File: src/shr_pkg.sv
/*
 * shr_pkg: constants, timing counts, register map and carrier types for the
 * host-side controller of a byte-wide static memory with a hidden calendar clock.
 * Assumes a single 40 MHz clock (25 ns) in every module that imports it.
 */
package shr_pkg;

   // clock period and printed timing figures, slowest speed grade
   localparam int CLK_NS = 25;
   localparam int T_WP_NS = 150;
   localparam int T_ACC_NS = 200;
   localparam int T_WR_NS = 20;
   localparam int T_OD_NS = 100;
   localparam int T_RST_NS = 200;

   // all are least times, so they round up to whole cycles
   localparam logic [3:0] WP_CYC = 4'((T_WP_NS + CLK_NS - 1) / CLK_NS);
   localparam logic [3:0] ACC_CYC = 4'((T_ACC_NS + CLK_NS - 1) / CLK_NS);
   localparam logic [3:0] WR_CYC = 4'((T_WR_NS + CLK_NS - 1) / CLK_NS);
   localparam logic [3:0] OD_CYC = 4'((T_OD_NS + CLK_NS - 1) / CLK_NS);
   localparam logic [3:0] RST_CYC = 4'((T_RST_NS + CLK_NS - 1) / CLK_NS);

   // memory geometry and hidden clock layout
   localparam int ADDR_W = 15;
   localparam int DATA_W = 8;
   localparam int CLK_REGS = 8;
   localparam logic [5:0] LAST_BIT = 6'h3f;
   // key bytes c5,3a,a3,5c twice; bit n of this word is sent in cycle n
   localparam logic [63:0] UNLOCK_KEY = 64'h5ca33ac55ca33ac5;

   // register map of the controller, byte addresses
   localparam logic [7:0] REG_CTRL = 8'h00;
   localparam logic [7:0] REG_STATUS = 8'h04;
   localparam logic [7:0] REG_ADDR = 8'h08;
   localparam logic [7:0] REG_WDATA = 8'h0c;
   localparam logic [7:0] REG_RDATA = 8'h10;
   localparam logic [7:0] REG_CLKBUF = 8'h20;

   // control fields
   localparam int CTRL_GO = 0;
   localparam int CTRL_OP_LO = 1;
   localparam int CTRL_ABORT = 3;
   // status fields
   localparam int STAT_BUSY = 0;
   localparam int STAT_DONE = 1;
   localparam int STAT_PFAIL = 2;
   localparam int STAT_ABORTED = 3;

   // reset values
   localparam logic [14:0] ADDR_RST = 15'h0000;
   localparam logic [7:0] BYTE_RST = 8'h00;
   localparam logic [1:0] OP_RST = 2'h0;

   typedef enum logic [1:0] {
      OP_RAM_RD = 2'b00,
      OP_RAM_WR = 2'b01,
      OP_CLK_RD = 2'b10,
      OP_CLK_WR = 2'b11
   } shr_op_t;

   // one memory cycle asked of the cycle engine
   typedef struct packed {
      logic write;
      logic [ADDR_W-1:0] addr;
      logic [DATA_W-1:0] data;
   } shr_req_t;

   // every socket pin the controller drives except abortN
   typedef struct packed {
      logic [ADDR_W-1:0] addr;
      logic ceN;
      logic weN;
      logic oeN;
      logic [DATA_W-1:0] dqOut;
      logic dqOe;
   } shr_pins_t;

endpackage

File: src/shr_host.sv
/*
 * shr_host: host-side controller for a byte-wide static memory that hides a
 * calendar clock behind a 64-cycle key. Software orders single memory reads and
 * writes or whole clock reads and writes through a small register port.
 * Assumes the socket's data inputs are synchronous to mclk and that the tri-state
 * data wire is resolved outside from dqOut and dqOe.
 */
// What this block does
// - host holds address through write, then gives write recovery time
// - host keeps output enable high during writes
// - unlock is 64 consecutive writes, one key bit on bit 0
// - host opens unlock with a read, resetting comparison pointer
// - unlock writes also hit memory, so use a scratch address
// - host moves clock registers only as whole bytes
// - key bytes c5,3a,a3,5c,c5,3a,a3,5c, each LSB first
`timescale 1ns/1ps
module shr_host import shr_pkg::*; (
   // clock and reset
   input wire logic mclk,
   input wire logic resetn,
   // register port
   input wire logic [7:0] regAddr,
   input wire logic [31:0] regWdata,
   input wire logic regWr,
   input wire logic regRd,
   output logic [31:0] regRdata,
   // memory socket
   output shr_pins_t pins,
   input wire logic [DATA_W-1:0] dqIn,
   output logic abortN,
   input wire logic powerFail
);

   typedef enum logic [2:0] {
      S_IDLE = 3'b000,
      S_RAM = 3'b001,
      S_OPEN = 3'b010,
      S_KEY = 3'b011,
      S_XFER = 3'b100
   } shr_seq_t;

   shr_seq_t state_r;
   shr_op_t op_r;
   logic [ADDR_W-1:0] addr_r;
   logic [DATA_W-1:0] wdata_r;
   logic [DATA_W-1:0] rdata_r;
   logic [DATA_W-1:0] clkBuf_r [CLK_REGS];
   logic [5:0] bitCnt_r;
   logic issued_r;
   logic done_r;
   logic aborted_r;
   logic stop_r;
   logic [3:0] abortCnt_r;

   logic engIdle;
   logic engDone;
   logic [DATA_W-1:0] engRd;
   logic reqValid;
   shr_req_t req;
   logic goWr;
   logic abortWr;
   logic busy;
   logic lastBit;
   logic capture;

   assign busy = (state_r != S_IDLE);
   assign goWr = regWr && (regAddr == REG_CTRL) && regWdata[CTRL_GO];
   assign abortWr = regWr && (regAddr == REG_CTRL) && regWdata[CTRL_ABORT];
   assign lastBit = (bitCnt_r == LAST_BIT);
   // clock read: bit n lands in image byte n/8, bit n%8
   assign capture = engDone && (state_r == S_XFER) && (op_r == OP_CLK_RD);

   // one cycle at a time; a stop request ends the sequence between cycles
   assign reqValid = busy && !issued_r && engIdle && !stop_r;

   always_comb begin
      req = '{write: 1'b0, addr: addr_r, data: BYTE_RST};
      unique case (state_r)
         S_RAM: begin
            // single memory access outside any clock sequence
            req.write = (op_r == OP_RAM_WR);
            req.data = wdata_r;
         end
         S_OPEN: begin
            // opening read at the scratch address resets the pointer
            req.write = 1'b0;
         end
         S_KEY: begin
            // key bit n on data bit 0, every cycle a write
            // the scratch byte gets overwritten by these
            req.write = 1'b1;
            req.data = {7'h00, UNLOCK_KEY[bitCnt_r]};
         end
         S_XFER: begin
            // clock bits in order, register 0 bit 0 first
            req.write = (op_r == OP_CLK_WR);
            req.data = {7'h00, clkBuf_r[bitCnt_r[5:3]][bitCnt_r[2:0]]};
         end
         default: begin
            req.write = 1'b0;
         end
      endcase
   end

   shr_cycle_engine engine (
      .mclk(mclk),
      .resetn(resetn),
      .req(req),
      .reqValid(reqValid),
      .idle(engIdle),
      .done(engDone),
      .rdByte(engRd),
      .pins(pins),
      .dqIn(dqIn)
   );

   // sequencer
   always_ff @(posedge mclk or negedge resetn) begin
      if (!resetn) begin
         state_r <= S_IDLE;
         bitCnt_r <= 6'h00;
         issued_r <= 1'b0;
      end else if (state_r == S_IDLE) begin
         issued_r <= 1'b0;
         bitCnt_r <= 6'h00;
         // the op comes from the order word itself, in the same cycle as go
         // no new order while the supply is flagged bad
         if (goWr && !powerFail) begin
            if (regWdata[CTRL_OP_LO+1]) begin
               state_r <= S_OPEN;
            end else begin
               state_r <= S_RAM;
            end
         end
      end else if (reqValid) begin
         issued_r <= 1'b1;
      end else if (stop_r && engIdle && !issued_r) begin
         state_r <= S_IDLE;
      end else if (engDone) begin
         issued_r <= 1'b0;
         unique case (state_r)
            S_RAM: state_r <= S_IDLE;
            S_OPEN: begin
               bitCnt_r <= 6'h00;
               state_r <= S_KEY;
            end
            S_KEY: begin
               // no read may slip into the 64 key writes
               bitCnt_r <= bitCnt_r + 6'h01;
               if (lastBit) begin
                  state_r <= S_XFER;
               end
            end
            S_XFER: begin
               // exactly 64 clock cycles, then back to plain memory
               bitCnt_r <= bitCnt_r + 6'h01;
               if (lastBit) begin
                  state_r <= S_IDLE;
               end
            end
            default: state_r <= S_IDLE;
         endcase
      end
   end

   // stop request: abort order or supply loss while busy
   // stops fall between memory cycles, never inside a strobe
   always_ff @(posedge mclk or negedge resetn) begin
      if (!resetn) begin
         stop_r <= 1'b0;
      end else if (!busy) begin
         stop_r <= 1'b0;
      end else if (abortWr || powerFail) begin
         stop_r <= 1'b1;
      end
   end

   // abort pin low for the least reset width
   // a second abort order restarts the count, so the pulse never shortens
   always_ff @(posedge mclk or negedge resetn) begin
      if (!resetn) begin
         abortCnt_r <= 4'h0;
         abortN <= 1'b1;
      end else if (abortWr) begin
         abortCnt_r <= RST_CYC - 4'h1;
         abortN <= 1'b0;
      end else if (abortCnt_r != 4'h0) begin
         abortCnt_r <= abortCnt_r - 4'h1;
      end else begin
         abortN <= 1'b1;
      end
   end

   // status flags; a finishing sequence beats the clear from a new order
   always_ff @(posedge mclk or negedge resetn) begin
      if (!resetn) begin
         done_r <= 1'b0;
         aborted_r <= 1'b0;
      end else if (busy && stop_r && engIdle && !issued_r) begin
         done_r <= 1'b1;
         aborted_r <= 1'b1;
      end else if (engDone && (state_r == S_RAM ||
                   (state_r == S_XFER && lastBit))) begin
         // a stop that lands on the final cycle still reports as aborted
         done_r <= 1'b1;
         aborted_r <= stop_r;
      end else if (goWr && !busy && !powerFail) begin
         // a refused order leaves the last result readable
         done_r <= 1'b0;
         aborted_r <= 1'b0;
      end
   end

   // order registers, frozen while a sequence runs
   always_ff @(posedge mclk or negedge resetn) begin
      if (!resetn) begin
         op_r <= OP_RAM_RD;
         addr_r <= ADDR_RST;
         wdata_r <= BYTE_RST;
      end else if (regWr && !busy) begin
         // a refused order must not change the op shown in CTRL
         if (regAddr == REG_CTRL && regWdata[CTRL_GO] && !powerFail) begin
            op_r <= shr_op_t'(regWdata[CTRL_OP_LO +: 2]);
         end
         // any of the 32768 byte addresses
         if (regAddr == REG_ADDR) begin
            addr_r <= regWdata[ADDR_W-1:0];
         end
         if (regAddr == REG_WDATA) begin
            wdata_r <= regWdata[DATA_W-1:0];
         end
      end
   end

   // byte from the last memory read
   always_ff @(posedge mclk or negedge resetn) begin
      if (!resetn) begin
         rdata_r <= BYTE_RST;
      end else if (engDone && state_r == S_RAM && op_r == OP_RAM_RD) begin
         rdata_r <= engRd;
      end
   end

   // clock image: software fills it whole bytes at a time
   for (genvar g = 0; g < CLK_REGS; g++) begin : g_clkBuf
      always_ff @(posedge mclk or negedge resetn) begin
         if (!resetn) begin
            clkBuf_r[g] <= BYTE_RST;
         end else if (regWr && !busy && regAddr == REG_CLKBUF + 8'(4 * g)) begin
            clkBuf_r[g] <= regWdata[DATA_W-1:0];
         end else if (capture && bitCnt_r[5:3] == 3'(g)) begin
            clkBuf_r[g][bitCnt_r[2:0]] <= engRd[0];
         end
      end
   end

   // register read port, data in the cycle after the strobe
   always_ff @(posedge mclk or negedge resetn) begin
      if (!resetn) begin
         regRdata <= 32'h0000_0000;
      end else if (regRd) begin
         // unmapped addresses read as zero
         regRdata <= 32'h0000_0000;
         if (regAddr == REG_CTRL) begin
            regRdata[CTRL_OP_LO +: 2] <= op_r;
         end else if (regAddr == REG_STATUS) begin
            regRdata[STAT_BUSY] <= busy;
            regRdata[STAT_DONE] <= done_r;
            regRdata[STAT_PFAIL] <= powerFail;
            regRdata[STAT_ABORTED] <= aborted_r;
         end else if (regAddr == REG_ADDR) begin
            regRdata[ADDR_W-1:0] <= addr_r;
         end else if (regAddr == REG_WDATA) begin
            regRdata[DATA_W-1:0] <= wdata_r;
         end else if (regAddr == REG_RDATA) begin
            regRdata[DATA_W-1:0] <= rdata_r;
         end else if (regAddr >= REG_CLKBUF && regAddr < REG_CLKBUF + 8'h20 &&
                      regAddr[1:0] == 2'b00) begin
            regRdata[DATA_W-1:0] <= clkBuf_r[regAddr[4:2]];
         end
      end
   end

endmodule // shr_host

File: src/shr_cycle_engine.sv
/*
 * shr_cycle_engine: runs one asynchronous static memory read or write cycle on
 * the socket pins, with setup, strobe width, recovery and turnaround counts.
 * Assumes requests arrive only while idle is high and data inputs are synchronous.
 */
`timescale 1ns/1ps
module shr_cycle_engine import shr_pkg::*; (
   // clock and reset
   input wire logic mclk,
   input wire logic resetn,
   // request and answer
   input wire shr_req_t req,
   input wire logic reqValid,
   output logic idle,
   output logic done,
   output logic [DATA_W-1:0] rdByte,
   // socket pins
   output shr_pins_t pins,
   input wire logic [DATA_W-1:0] dqIn
);

   typedef enum logic [1:0] {
      E_IDLE = 2'b00,
      E_SETUP = 2'b01,
      E_STROBE = 2'b10,
      E_RECOV = 2'b11
   } shr_eng_t;

   shr_eng_t state_r;
   logic isWr_r;
   logic [3:0] cnt_r;

   always_ff @(posedge mclk or negedge resetn) begin
      if (!resetn) begin
         state_r <= E_IDLE;
         isWr_r <= 1'b0;
         cnt_r <= 4'h0;
         idle <= 1'b1;
         done <= 1'b0;
         rdByte <= BYTE_RST;
         pins <= '{addr: ADDR_RST, ceN: 1'b1, weN: 1'b1, oeN: 1'b1,
                   dqOut: BYTE_RST, dqOe: 1'b0};
      end else begin
         done <= 1'b0;
         unique case (state_r)
            E_IDLE: begin
               if (reqValid) begin
                  // address settles a cycle before any strobe
                  pins.addr <= req.addr;
                  pins.dqOut <= req.data;
                  pins.dqOe <= req.write;
                  isWr_r <= req.write;
                  idle <= 1'b0;
                  state_r <= E_SETUP;
               end
            end
            E_SETUP: begin
               pins.ceN <= 1'b0;
               pins.weN <= ~isWr_r;
               // output enable stays high through writes
               pins.oeN <= isWr_r;
               cnt_r <= isWr_r ? WP_CYC - 4'h1 : ACC_CYC - 4'h1;
               state_r <= E_STROBE;
            end
            E_STROBE: begin
               if (cnt_r == 4'h0) begin
                  pins.ceN <= 1'b1;
                  pins.weN <= 1'b1;
                  pins.oeN <= 1'b1;
                  if (!isWr_r) begin
                     rdByte <= dqIn;
                  end
                  // write strobe high for recovery, data still held
                  cnt_r <= isWr_r ? WR_CYC - 4'h1 : OD_CYC - 4'h1;
                  state_r <= E_RECOV;
               end else begin
                  cnt_r <= cnt_r - 4'h1;
               end
            end
            E_RECOV: begin
               if (cnt_r == 4'h0) begin
                  pins.dqOe <= 1'b0;
                  done <= 1'b1;
                  idle <= 1'b1;
                  state_r <= E_IDLE;
               end else begin
                  cnt_r <= cnt_r - 4'h1;
               end
            end
         endcase
      end
   end

endmodule // shr_cycle_engine

File: config.mk
export PLATFORM = sky130hd
export DESIGN_NAME = shr_host
export DESIGN_NICKNAME = d
export VERILOG_FILES = /design/src/shr_pkg.sv /design/src/shr_host.sv /design/src/shr_cycle_engine.sv
export SDC_FILE = /design/constraint.sdc
export NUM_CORES = 1
export LEC_CHECK = 0
export BUFFER_PORTS_ARGS = -buffer_cell sky130_fd_sc_hd__buf_2
export CAP_MARGIN = 20
export CORE_MARGIN = 2
export CORE_UTILIZATION = 45
export CTS_CLUSTER_SIZE = 16
export DETAILED_ROUTE_END_ITERATION = 8
export GPL_TIMING_DRIVEN = 0
export PLACE_DENSITY = 0.66
export REMOVE_ABC_BUFFERS = 1
export SLEW_MARGIN = 20
export SYNTH_ARGS = -nofsm -noshare
export SYNTH_HDL_FRONTEND = slang
export SYNTH_SLANG_ARGS = --single-unit
export TNS_END_PERCENT = 1
File: constraint.sdc
create_clock -name mclk -period 2.15 [get_ports mclk]
set_input_delay 0.1075 -clock mclk [delete_from_list [all_inputs] [get_ports mclk]]
set_output_delay 0.1075 -clock mclk [all_outputs]
set_load 0.02 [all_outputs]
==> run metrics <==
IO Pins=113; FMAX=451 MHz; crit path max fanout=9; CP max stage delay=580 ps; RSZ-0062 raised after global routing=yes; Tmin final=2220 ps; first-pass GRT wire length=41700 um; DRT Pass-1 Iters=5; post-synthesis async set-or-reset flop share=100%; chip width=151 um; Area growth, synth to finish=17.2%; Pint=0.00505 W; Antenna Cells=0; non-filler cells, final=1360; Worst Max-Slew Pin Slew=696 ps; CP Depth=5; Filler cells=1848; Chip Height=151 um; met2 usage=38.4%; WHS Path Cells=3; Synth cell types=60; met3 Usage GRT=4.39%; nets=1134; Root Driver=clkbuf_16; Num CTS Buffers=17; Seq/Total Area, Yosys=45.1%; Combinational Power Share=6.7%; Vias=7768; hold crit path type=in -> reg; CP Capture Type=flop; Syn Area/Cell=9.68 um2; Max-slew headroom=53.2%; routed len/inst=19.4 um; largest net degree at the start of global routing=61; vias in the first global route=7468; Starting Density=45.9%; Setup WS post-layout=-69.0 ps; PwrDens=611 nW/um2; Worst EP arrival=2540 ps; critical path startpoint category=flop; Final GP Congestion=0.862; Fin. Hold Viols=0; crit path kind=reg -> reg; largest vdd supply drop=516 uV; die area=22700 um2; detailed placer's ending HPWL=17300 um; Port Buffers=78; Worst EP required=2470 ps; number of synthesized flops with an enable pin=0; placed cells=1296; Via density=5.71; row cnt=53; Leakage=4.77 nW; worst path bufs/invs=0; sw power=0.00186 W; Net Sw Frac=26.9%; R2R cell count=5; crit share post-route=103%; final hold slack=22.7 ps; # Max-Cap Violations=0; YS warnings=0; GR Util met1=33.8%; drt drc=0; status=finished with violations; failing checks=setup timing; Final Max Tran Viols=0; total routed wirelength=26400 um; DRT antenna net count=0; Longest Clk Path Bufs=2; setup TNS=-119 ps; total track usage=24.2%; H-tree depth=4; crit-path cells=nor3_4 > nand2_1 > or4b_4 > a32o_2 > a22o_1; Clk pwr share=44.7%; initial drt markers=670; Main synth FF type=dfrtp_1; clk_lat worst skew=440 ps; clk sinks=174; initial antenna violation count=0; synthesized flop and latch total=174; clock-pin slew on the worst setup and hold paths=70 ps; global route hottest layer=met2; Cell Area, Synth=9660 um2; total gr overflow=0; total power=0.00691 W; # setup viols final=3; Crit-path slowest cell=or4b_4; layout cells sized above 1=23.6%; Sequential Power Share=48.6%; Crit path max-delay family=simple AND/OR/NAND/NOR gates; TritonCTS clock tree=yes; Mapped Cells=998; clock skew=13.8 ps; CORE AREA=21000 um2
## Yosys cell counts, types with 4 or more instances
master | n | area share [%]
a31oi_1 | 5 | 0.32
and2_1 | 6 | 0.39
nand2_1 | 171 | 6.6
inv_1 | 26 | 1.0
dfrtp_1 | 169 | 44
nand2b_1 | 9 | 0.58
ha_1 | 9 | 1.2
buf_4 | 17 | 1.3
o211ai_1 | 9 | 0.70
nor3_1 | 9 | 0.47
mux4_2 | 26 | 6.1
o21ai_0 | 74 | 3.8
a21oi_1 | 47 | 2.4
nor3b_1 | 4 | 0.31
nand3b_1 | 6 | 0.47
o221ai_1 | 5 | 0.45
buf_2 | 8 | 0.41
nand3_1 | 21 | 1.1
buf_1 | 6 | 0.23
clkbuf_1 | 46 | 1.8
mux2_2 | 42 | 4.9
or3_1 | 7 | 0.45
a22oi_1 | 15 | 1.2
mux2i_1 | 91 | 9.4
dfstp_2 | 5 | 1.4
nor2b_1 | 13 | 0.84
nor2_1 | 102 | 4.0
## kinds of logic after synthesis
logic type                 synth area share [%]
and+or+nand+nor                            17.6
AOI/OAI and AO/OA                          10.6
DFF                                        45.1
muxes                                      20.4
buffers and inverters                      4.92
adders and majority gates                  1.17
xor gates and xnor gates                  0.181
other                                    0.0388
## final timing paths
kind	start	to	slack, ps
min in group asynchronous	resetn	clkBuf_r[26]	190
hold / removal	regWdata[6]	clkBuf_r[46]	20
hold reg to reg	engine.pins[6]	engine.pins[6]	470
max in group asynchronous	resetn	engine.pins[11]	930
setup / recovery	state_r[2]	state_r[1]	-70
setup reg to reg	state_r[2]	state_r[1]	-70
## power by group through the flow
| stage | registers [W] | clock network [W] | logic, W |
|---|---|---|---|
| 4_1_cts | 0.00336 | 0.00315 | 0.000464 |
| 2_1_floorplan | 0.00343 | 0 | 0.000197 |
| 3_3_place_gp | 0.00343 | 0 | 0.000399 |
| 5_1_grt | 0.00337 | 0.00328 | 0.000511 |
| 6_report | 0.00336 | 0.00309 | 0.000462 |
| 3_5_place_dp | 0.00342 | 0 | 0.000435 |
## placed cells by master, fill, tap and decap left out, drive strengths merged, types with 21 or more instances in the layout
master	count
nor2	102
dfrtp	169
inv	34
nand2	172
mux2i	91
nand3	21
buf	100
a21oi	47
mux2	42
o21ai	75
mux4	26
## worst register-to-register path: stages (launching register included)
cell	delay (ps)
dfrtp_2	480
nor3_4	400
nand2_1	130
or4b_4	580
a32o_2	290
a22o_1	230
## metrics by stage
| step | instance area (um2) | util (%) | setup slack [ps] |
|---|---|---|---|
| 2_1_floorplan | 9340 | - | -1140 |
| 3_3_place_gp | 10100 | 47.9 | -3190 |
| 3_5_place_dp | 10200 | 48.6 | -759 |
| 4_1_cts | 11200 | 53.4 | -106 |
| 5_1_grt | 11300 | 53.9 | -131 |
| 6_report | 11300 | 53.9 | -69.0 |
## registers in the layout (all words and copies together), names as in the netlist, 6 cells and up
register       flops
bitCnt_r           6
engine.rdByte      8
regRdata          15
clkBuf_r          64
engine.pins       27
wdata_r            8
addr_r            15
rdata_r            8
## routing by layer
| metal | share of wire (%) | wire length [um] |
|---|---|---|
| met1 | 44 | 11800 |
| met2 | 47 | 12400 |
| met3 | 6.0 | 1600 |
| met4 | 2.4 | 640 |
| met5 | 0 | 0 |
## layout make-up
class | count | area (um2) | area share (%)
Multi-Input combinational cell | 735 | 5080 | 44.9
Sequential cell | 174 | 4380 | 38.7
Timing Repair Buffer | 117 | 817 | 7.22
Clock buffer | 17 | 425 | 3.76
Tap cell | 275 | 344 | 3.04
Clock inverter | 15 | 170 | 1.50
Inverter | 27 | 101 | 0.895
## repair_timing
action,in CTS,in global routing
hold buffers,17,0
gates resized for setup,42,20
buffers inserted,13,3
setup endpoints to repair,131,79
pin swaps,6,2
hold endpoints to repair,74,0
Power figures use the tool's default switching activity.
